`config.mk`:
```
export PLATFORM = sky130hd
export DESIGN_NAME = lin_status_error_flags
export DESIGN_NICKNAME = d
export VERILOG_FILES = /design/src/core/lin_flags_pkg.sv /design/src/core/lin_status_error_flags.sv
export VERILOG_INCLUDE_DIRS = /design/src /design/src/core
export SDC_FILE = /design/constraint.sdc
export NUM_CORES = 1
export LEC_CHECK = 0
export ABC_AREA = 1
export BUFFER_PORTS_ARGS = -buffer_cell sky130_fd_sc_hd__buf_2
export CORE_MARGIN = 5
export CORE_UTILIZATION = 39
export CTS_CLUSTER_DIAMETER = 40
export CTS_CLUSTER_SIZE = 24
export DETAILED_ROUTE_END_ITERATION = 10
export PLACE_DENSITY = 0.67
export SETUP_SLACK_MARGIN = 0.5
export SYNTH_ARGS = -nofsm -noshare
export SYNTH_HDL_FRONTEND = slang
export SYNTH_SLANG_ARGS = --single-unit
```
`constraint.sdc`:
```
create_clock -name CLOCK_I -period 1.7 [get_ports CLOCK_I]
set_clock_uncertainty 0.1 [all_clocks]
set_input_delay 0.17 -clock CLOCK_I [delete_from_list [all_inputs] [get_ports CLOCK_I]]
set_output_delay 0.17 -clock CLOCK_I [all_outputs]
set_load 0.05 [all_outputs]
```
`src/core/lin_flags_map.svh`:
```
// Register offsets, field positions, reset values and counts
`ifndef LIN_FLAGS_MAP_SVH
`define LIN_FLAGS_MAP_SVH

`define OFS_STATUS 8'h00
`define OFS_ERROR 8'h04
`define OFS_IRQ_EN 8'h08
`define OFS_CTRL_ONE 8'h0c
`define OFS_TIMEOUT_CTRL 8'h10
`define OFS_COMPARE 8'h14

`define ST_HEADER 0
`define ST_TX_DONE 1
`define ST_RX_DONE 2
`define ST_EMPTY 3
`define ST_FULL 4
`define ST_WAKE 5
`define ST_W 6

`define ER_NOISE 0
`define ER_RSVD 1
`define ER_OVERRUN 2
`define ER_FRAMING 3
`define ER_ID_PARITY 4
`define ER_BREAK_DELIM 5
`define ER_SYNC 6
`define ER_CHECKSUM 7
`define ER_BIT 8
`define ER_COMPARE 9
`define ER_STUCK 10
`define ER_W 11

`define IE_HEADER_ERR 0
`define IE_WAKE 1

`define CR_DFL_W 6
`define CR_BYPASS 6
`define CR_CCD 7
`define CR_CFD 8
`define CR_RX_BUFFER_LOCK 9
`define CR_IDLE_ON_BIT_ERROR 10
`define CR_W 11

`define TC_IDLE_ON_TIMEOUT 0
`define TC_TIMEOUT_MODE 1

`define EXT_DFL_MIN 6'h07
`define STUCK_BITS 7'h64
`define CTRL_RESET 11'h000
`define COMPARE_RESET 16'h0000

`endif

```
`src/core/lin_flags_pkg.sv`:
```
// Shared types of the LIN status and error flag block
package lin_flags_pkg;
  typedef logic [7:0] byte_t;
  typedef logic [31:0] word_t;
  typedef logic [7:0] addr_t;
  typedef enum {SEL_STATUS, SEL_ERROR, SEL_IRQ_EN, SEL_CTRL_ONE,
                SEL_TIMEOUT_CTRL, SEL_COMPARE, SEL_NONE} reg_sel_t;
endpackage

```
`src/core/lin_status_error_flags.sv`:
```
// LIN controller status and error flags with their register port
`timescale 1ns/1ps
`include "lin_flags_map.svh"

module lin_status_error_flags (
  input wire logic CLOCK_I, // 100 MHz clock
  input wire logic NRST_I, // Sync reset, active low
  input wire logic [7:0] ADDR_I, // Register byte address
  input wire logic [31:0] WR_DATA_I, // Write data
  input wire logic WR_EN_I, // Write strobe
  input wire logic RD_EN_I, // Read strobe
  output logic [31:0] RD_DATA_O, // Read data, cycle after strobe
  input wire logic INIT_MODE_I, // Controller in init mode
  input wire logic MASTER_I, // High as master, low as slave
  input wire logic SLEEP_I, // Controller in sleep mode
  input wire logic IDLE_I, // Controller in idle state
  input wire logic RX_LINE_I, // Bus receive level
  input wire logic BIT_TICK_I, // One pulse per bit time
  input wire logic FRAME_END_I, // Frame completed or aborted
  input wire logic RX_BYTE_VALID_I, // Received byte strobe
  input wire logic [7:0] RX_BYTE_I, // Received byte
  input wire logic BUF_FILLED_I, // Receive buffer became full
  input wire logic BUF_EMPTIED_I, // Transmit buffer became empty
  input wire logic RX_DONE_I, // Data reception finished
  input wire logic TX_DONE_I, // Data transmission finished
  input wire logic HDR_VALID_I, // Valid header received
  input wire logic FILTER_EN_I, // Identifier filters enabled
  input wire logic FILTER_ACTIVE_I, // Any filter active
  input wire logic FILTER_MATCH_I, // Some filter matched
  input wire logic TX_FILTER_MATCH_I, // Transmit filter matched
  input wire logic TIMEOUT_RUN_I, // Timeout counter running
  input wire logic [7:0] TIMEOUT_CNT_I, // Timeout counter value
  input wire logic TX_HEADER_I, // Header transmission phase
  input wire logic TX_RESPONSE_I, // Response transmission phase
  input wire logic TX_LEVEL_I, // Level being transmitted
  input wire logic BIT_SAMPLE_I, // Read-back sample strobe
  input wire logic CHK_VALID_I, // Checksum field received
  input wire logic [7:0] RX_CHK_I, // Received checksum
  input wire logic [7:0] CALC_CHK_I, // Computed checksum
  input wire logic SYNC_BAD_I, // Inconsistent sync field
  input wire logic DELIM_SHORT_I, // Break delimiter too short
  input wire logic ID_VALID_I, // Identifier field received
  input wire logic [7:0] RX_ID_I, // Received identifier
  input wire logic STOP_SAMPLE_I, // Stop bit sample strobe
  input wire logic RX_HEADER_I, // Receiving sync or identifier
  input wire logic RX_RESPONSE_I, // Receiving response data
  input wire logic NOISE_I, // Noise seen on a character
  output logic WAKE_IRQ_O, // Wake interrupt
  output logic HEADER_IRQ_O, // Header error interrupt
  output logic GO_IDLE_O, // Request move to idle
  output logic TX_HOLD_O, // Hold transmission, refill
  output logic [7:0] RX_BUF_O // Receive buffer byte
);

  logic [`ST_W-1:0] status;
  logic [`ER_W-1:0] errors;
  logic [1:0] irq_en;
  logic [`CR_W-1:0] ctrl_one;
  logic [1:0] timeout_ctrl;
  logic [15:0] compare;
  lin_flags_pkg::byte_t rx_buf;
  logic rx_prev;
  logic [6:0] stuck_cnt;
  logic frame_bit_err;
  logic frame_stop_err;
  lin_flags_pkg::reg_sel_t wr_sel;
  lin_flags_pkg::reg_sel_t rd_sel;
  logic [`ST_W-1:0] st_clr;
  logic [`ER_W-1:0] er_clr;
  logic [`ST_W-1:0] st_set;
  logic [`ER_W-1:0] er_set;
  logic [`ST_W-1:0] next_status;
  logic [`ER_W-1:0] next_errors;
  logic [`ST_W-1:0] st_init;
  logic [`ER_W-1:0] er_init;
  logic dominant;
  logic rx_fall;
  logic wake_cond;
  logic extended;
  logic bit_err_ev;
  logic stop_err_ev;
  logic hdr_set;
  logic cmp_hit;
  logic stuck_ev;
  logic wake_flag;
  logic buffer_full_flag;
  logic buffer_empty_flag;
  logic header_rx_flag;
  logic compare_match_flag;
  logic filter_bypass;
  logic rx_buffer_lock;
  logic idle_on_bit_error;

  function automatic lin_flags_pkg::reg_sel_t decode(
      input lin_flags_pkg::addr_t a);
    case (a)
      `OFS_STATUS: decode = lin_flags_pkg::SEL_STATUS;
      `OFS_ERROR: decode = lin_flags_pkg::SEL_ERROR;
      `OFS_IRQ_EN: decode = lin_flags_pkg::SEL_IRQ_EN;
      `OFS_CTRL_ONE: decode = lin_flags_pkg::SEL_CTRL_ONE;
      `OFS_TIMEOUT_CTRL: decode = lin_flags_pkg::SEL_TIMEOUT_CTRL;
      `OFS_COMPARE: decode = lin_flags_pkg::SEL_COMPARE;
      default: decode = lin_flags_pkg::SEL_NONE;
    endcase
  endfunction

  // Parity bits are identifier bits 6 and 7
  function automatic logic id_parity_ok(input lin_flags_pkg::byte_t id);
    logic p0;
    logic p1;
    p0 = id[0] ^ id[1] ^ id[2] ^ id[4];
    p1 = ~(id[1] ^ id[3] ^ id[4] ^ id[5]);
    id_parity_ok = (id[6] == p0) && (id[7] == p1);
  endfunction

  assign wr_sel = WR_EN_I ? decode(ADDR_I) : lin_flags_pkg::SEL_NONE;
  assign rd_sel = RD_EN_I ? decode(ADDR_I) : lin_flags_pkg::SEL_NONE;

  assign wake_flag = status[`ST_WAKE];
  assign buffer_full_flag = status[`ST_FULL];
  assign buffer_empty_flag = status[`ST_EMPTY];
  assign header_rx_flag = status[`ST_HEADER];
  assign compare_match_flag = errors[`ER_COMPARE];
  assign filter_bypass = ctrl_one[`CR_BYPASS];
  assign rx_buffer_lock = ctrl_one[`CR_RX_BUFFER_LOCK];
  assign idle_on_bit_error = ctrl_one[`CR_IDLE_ON_BIT_ERROR];
  assign dominant = ~RX_LINE_I;
  assign extended = ctrl_one[`CR_DFL_W-1:0] > `EXT_DFL_MIN;

  assign st_clr = (wr_sel == lin_flags_pkg::SEL_STATUS) ?
                  WR_DATA_I[`ST_W-1:0] : '0;
  assign er_clr = (wr_sel == lin_flags_pkg::SEL_ERROR) ?
                  WR_DATA_I[`ER_W-1:0] : '0;

  assign rx_fall = rx_prev & ~RX_LINE_I;
  assign wake_cond = MASTER_I ? (SLEEP_I | IDLE_I) : SLEEP_I;

  assign bit_err_ev = BIT_SAMPLE_I & (RX_LINE_I != TX_LEVEL_I) &
                      (TX_RESPONSE_I | (TX_HEADER_I & MASTER_I));

  assign stop_err_ev = STOP_SAMPLE_I & dominant &
                       (RX_RESPONSE_I | (RX_HEADER_I & ~MASTER_I));

  assign hdr_set = HDR_VALID_I & (~FILTER_EN_I |
                   (filter_bypass & ~FILTER_ACTIVE_I) |
                   (filter_bypass & ~FILTER_MATCH_I) |
                   TX_FILTER_MATCH_I);

  assign cmp_hit = TIMEOUT_RUN_I &
                   ((TIMEOUT_CNT_I == compare[7:0]) |
                    (TIMEOUT_CNT_I == compare[15:8]));

  assign stuck_ev = BIT_TICK_I & dominant & (stuck_cnt == `STUCK_BITS);

  always_comb begin
    st_set = '0;
    st_set[`ST_WAKE] = rx_fall & wake_cond;
    st_set[`ST_FULL] = BUF_FILLED_I & extended;
    st_set[`ST_EMPTY] = BUF_EMPTIED_I & extended;
    st_set[`ST_RX_DONE] = RX_DONE_I & ~frame_bit_err & ~frame_stop_err &
                          ~bit_err_ev & ~stop_err_ev;
    st_set[`ST_TX_DONE] = TX_DONE_I &
                          (idle_on_bit_error | (~frame_bit_err & ~bit_err_ev));
    st_set[`ST_HEADER] = hdr_set;
  end

  always_comb begin
    er_set = '0;
    er_set[`ER_STUCK] = stuck_ev;
    er_set[`ER_COMPARE] = cmp_hit;
    er_set[`ER_BIT] = bit_err_ev;
    er_set[`ER_CHECKSUM] = CHK_VALID_I & (RX_CHK_I != CALC_CHK_I) &
                           ~ctrl_one[`CR_CCD] & ~ctrl_one[`CR_CFD];
    er_set[`ER_SYNC] = SYNC_BAD_I;
    er_set[`ER_BREAK_DELIM] = DELIM_SHORT_I;
    er_set[`ER_ID_PARITY] = ID_VALID_I & ~id_parity_ok(RX_ID_I);
    er_set[`ER_FRAMING] = stop_err_ev;
    er_set[`ER_OVERRUN] = RX_BYTE_VALID_I & buffer_full_flag;
    er_set[`ER_NOISE] = NOISE_I;
  end

  // Init wipes the status group; errors survive init, except the compare flag when timeout mode is set
  always_comb begin
    st_init = {`ST_W{INIT_MODE_I}};
    er_init = '0;
    er_init[`ER_COMPARE] = INIT_MODE_I & timeout_ctrl[`TC_TIMEOUT_MODE];
  end

  always_comb begin
    next_status = ~st_init & (st_set | (status & ~st_clr));
    next_errors = ~er_init & (er_set | (errors & ~er_clr));
    if (FRAME_END_I && !hdr_set) begin
      next_status[`ST_HEADER] = 1'b0;
    end
    next_errors[`ER_RSVD] = 1'b0;
  end

  always_ff @(posedge CLOCK_I) begin
    if (!NRST_I) begin
      status <= '0;
      errors <= '0;
    end else begin
      status <= next_status;
      errors <= next_errors;
    end
  end

  always_ff @(posedge CLOCK_I) begin
    if (!NRST_I) begin
      irq_en <= 2'h0;
      ctrl_one <= `CTRL_RESET;
      timeout_ctrl <= 2'h0;
      compare <= `COMPARE_RESET;
    end else begin
      if (wr_sel == lin_flags_pkg::SEL_IRQ_EN) begin
        irq_en <= WR_DATA_I[1:0];
      end
      if (wr_sel == lin_flags_pkg::SEL_CTRL_ONE) begin
        ctrl_one <= WR_DATA_I[`CR_W-1:0];
      end
      if (wr_sel == lin_flags_pkg::SEL_TIMEOUT_CTRL) begin
        timeout_ctrl <= WR_DATA_I[1:0];
      end
      if (wr_sel == lin_flags_pkg::SEL_COMPARE) begin
        compare <= WR_DATA_I[15:0];
      end
    end
  end

  // Read data lives one cycle only, zero otherwise
  always_ff @(posedge CLOCK_I) begin
    if (!NRST_I) begin
      RD_DATA_O <= 32'h0;
    end else begin
      case (rd_sel)
        lin_flags_pkg::SEL_STATUS: RD_DATA_O <= {26'h0, status};
        lin_flags_pkg::SEL_ERROR: RD_DATA_O <= {21'h0, errors};
        lin_flags_pkg::SEL_IRQ_EN: RD_DATA_O <= {30'h0, irq_en};
        lin_flags_pkg::SEL_CTRL_ONE: RD_DATA_O <= {21'h0, ctrl_one};
        lin_flags_pkg::SEL_TIMEOUT_CTRL: RD_DATA_O <= {30'h0, timeout_ctrl};
        lin_flags_pkg::SEL_COMPARE: RD_DATA_O <= {16'h0, compare};
        default: RD_DATA_O <= 32'h0;
      endcase
    end
  end

  // Idle line is recessive, so edge history starts high
  always_ff @(posedge CLOCK_I) begin
    if (!NRST_I) begin
      rx_prev <= 1'b1;
    end else begin
      rx_prev <= RX_LINE_I;
    end
  end

  // Saturates above the limit so one long low sets once
  always_ff @(posedge CLOCK_I) begin
    if (!NRST_I) begin
      stuck_cnt <= 7'h00;
    end else if (!dominant) begin
      stuck_cnt <= 7'h00;
    end else if (BIT_TICK_I && stuck_cnt <= `STUCK_BITS) begin
      stuck_cnt <= stuck_cnt + 7'h01;
    end
  end

  // Per-frame error memory; a new error beats the frame end
  always_ff @(posedge CLOCK_I) begin
    if (!NRST_I || INIT_MODE_I) begin
      frame_bit_err <= 1'b0;
      frame_stop_err <= 1'b0;
    end else begin
      frame_bit_err <= bit_err_ev | (frame_bit_err & ~FRAME_END_I);
      frame_stop_err <= stop_err_ev | (frame_stop_err & ~FRAME_END_I);
    end
  end

  always_ff @(posedge CLOCK_I) begin
    if (!NRST_I) begin
      rx_buf <= 8'h00;
    end else if (RX_BYTE_VALID_I && !(buffer_full_flag && rx_buffer_lock)) begin
      rx_buf <= RX_BYTE_I;
    end
  end

  assign RX_BUF_O = rx_buf;
  assign WAKE_IRQ_O = wake_flag & irq_en[`IE_WAKE];
  assign HEADER_IRQ_O = irq_en[`IE_HEADER_ERR] & (errors[`ER_SYNC] |
                        errors[`ER_BREAK_DELIM] | errors[`ER_ID_PARITY]);
  assign GO_IDLE_O = compare_match_flag & timeout_ctrl[`TC_IDLE_ON_TIMEOUT];
  assign TX_HOLD_O = buffer_empty_flag;
endmodule

```
==> flow_summary.yaml <==
status:
  outcome: "finished with violations"
  violations: "negative hold slack"
placed_design:
  dp_cells: 840
  gp_congestion: 0.8645
  hpwlAfterDp_um: 8768
  portBuffers: 125
synth:
  ys_types: 32
  avgSynthCellArea_um2: 7.052
  netlist_top_cells_count: "nand2_1 (120), dfxtp_1 (81), inv_1 (68), a21oi_1 (57), nor2_1 (57)"
  yosys-top-cells-area: "dfxtp_1 (40%), nand2_1 (11%), a21oi_1 (7.0%)"
  netlist.area_leader.share: 0.4006
  synth-seq-area-share: 0.4006
  synth_area_um2: 4048
  async_flop_share: 0
  ys.flop_type: "dfxtp_1"
  synth_edf_count: 0
  ys_warn_count: 0
  yosysMostFrequentCell: "nand2_1"
  syn_inst: 574
  synth_top_area_cell: "dfxtp_1"
  synth_seq_cells: 81
finish:
  multiInputGateArea_um2: 2823
  register_area_um2: 1640
  layout.nets: 905
  diodes: 0
  nFillCells: 743
  final_core_util: 0.6699
  syn_to_final_growth_pct: 69.34
  fin_cells: 929
  drive_gt1_frac: 0.5183
route:
  vias_per_cell: 5.070
  vias: 4710
  dr.first_iter.drc_count: 356
  drt_wl_total_um: 15250
  ant_nets: 0
  first_pass_iters: 5
  wl_per_cell_um: 16.41
  drc_errors: 0
clock_network:
  cts.clk_slew.worst_paths_ps: 90
  cts_sinks: 81
  numCtsBuffers: 9
  insertion_delay_ps: 360
  max-clock-path-buffers: 2
  cts_tree: "yes"
  cts_htree_levels: 3
  cts_root_buffer: "clkbuf_8"
grt:
  antenna_found_initial: 0
  grt_pass1_wl_um: 20720
  grt_pass1_vias: 4398
  gr-usage-all-layers: 0.2022
  grt.overflow.total: 0
  grt_max_degree: 22
die:
  fp.dieH_um: 111.9
  die-area_um2: 12520
  core_um2: 10230
  initial_core_util: 0.3956
  rows: 37
  die_x_um: 111.9
  io_pins: 158
critical_path:
  cp_max_fo: 3
  path_class: "reg2reg"
  cp-start-kind: "flop"
  worstPathRequired_ps: 1850
  end_kind: "flop"
  arrival_ps: 1640
sta:
  fin_crit_sh: 0.8749
  finalSetupViolCount: 0
  fmax_mhz: 672.4
  rsz0062_at_grt: "yes"
  hold_ws_ps: -16.22
  hold_viol_final: 2
  period_needed_ps: 1487
  report.final.slew_viol_count: 0
flow_run:
  drv_cap: 0
pwr:
  ir_drop_v: 0.0003626
  power_density_nw_per_um2: 605.0
  p_leak_nw: 2.956
worst_hold_path:
  hold_path_class: "in2reg"
-- power by group --
group,internal [mW],switching [mW],total [mW]
Sequential,1.93,0.0298,1.96
Clock,0.708,0.720,1.43
Combinational,0.302,0.451,0.754
Total,2.95,1.20,4.15
-- per-layer routing --
layer	wire [µm]	track usage	up-vias	share of wire
met5	0	0	-	0
met4	460	0.07056	0	0.030
met3	1079	0.03967	43	0.071
met2	7724	0.3533	212	0.51
met1	5984	0.2470	2216	0.39
li1	-	-	2239	-
-- cell usage in the layout, fill, tap and decap left out, types with 4 or more instances in the layout --
master / instances
nor2_4: 16
nand3_1: 13
buf_12: 4
inv_4: 5
buf_8: 5
nand2_8: 6
a21oi_1: 26
o21ai_2: 14
dlygate4sd3_1: 20
conb_1: 16
buf_2: 89
xnor2_1: 16
buf_4: 44
nand3_2: 23
nor3_2: 5
inv_2: 11
nor3_1: 7
clkbuf_4: 14
nand4_1: 6
o21ai_1: 9
nand2_4: 14
o21ai_0: 12
inv_1: 56
nor2_2: 5
dfxtp_1: 66
nand2_1: 76
nor2_1: 45
xor2_1: 7
o21ai_4: 7
nand2_2: 35
o211ai_1: 4
clkbuf_8: 10
a21oi_2: 31
buf_6: 34
dfxtp_2: 15
-- worst paths after layout --
check,slack (ps),depth (start not counted),from,end
worst max-delay path,210,11,stuck_cnt[1],stuck_cnt[3]
worst min-delay path,-20,3,WR_DATA_I[11],compare[11]
worst max register to register,210,11,stuck_cnt[1],stuck_cnt[3]
worst min register to register,360,2,ctrl_one[2],ctrl_one[2]
-- logic make-up after synthesis --
logic type	synth area share
AO/OA/AOI/OAI	0.1363
XOR/XNOR	0.04977
adder cells (fa/ha/maj)	0.006181
buffers and inverters	0.1156
flip-flops	0.4006
other	0.0009265
AND/OR/NAND/NOR	0.2906
-- worst max-delay path, stage by stage, from the launching register on --
cell	delay, ps
dfxtp_2	330
inv_2	70
ha_4	130
inv_2	30
nand2_2	50
nand3_2	80
o21ai_4	90
inv_2	70
nor3b_4	190
buf_4	140
buf_6	80
nor3_2	30
-- area by class of cell --
| cell class | count | area share |
|---|---|---|
| Timing Repair Buffer | 213 | 0.2483 |
| Tap cell | 136 | 0.02483 |
| Clock buffer | 10 | 0.02008 |
| Clock inverter | 5 | 0.008215 |
| Inverter | 76 | 0.04746 |
| Multi-Input combinational cell | 408 | 0.4118 |
| Sequential cell | 81 | 0.2393 |
-- state kept, by name, summed over array words and instances (netlist names) --
signal,count
errors,10
irq_en,2
RD_DATA_O,16
rx_prev,1
timeout_ctrl,2
ctrl_one,11
status,6
RX_BUF_O,8
compare,16
stuck_cnt,7
frame_bit_err,1
frame_stop_err,1
-- what timing repair did --
| item | CTS | global route |
|---|---|---|
| hold buffers | 17 | 3 |
| gates cloned | 5 | 2 |
| pin swaps | 30 | 71 |
| setup endpoints to repair | 85 | 99 |
| resized for setup | 94 | 209 |
| buffers inserted | 30 | 17 |
| endpoints found under the hold margin | 17 | 3 |
-- metrics by stage --
stage	worst slack [ps]	hold slack [ps]	power, mW	setup TNS (ps)	cell area [µm²]
final	212.7	-16.22	4.147	0	6854
after global placement	-16.52	278.3	2.527	-32.84	4955
after detailed placement	-35.59	296.7	2.542	-161.7	4955
after floorplan	309.1	187.4	2.353	0	4204
after global routing	103.0	-19.34	4.290	0	6854
after CTS	236.0	2.201	4.011	0	5948
No activity file was read; power rests on OpenSTA's default activity.
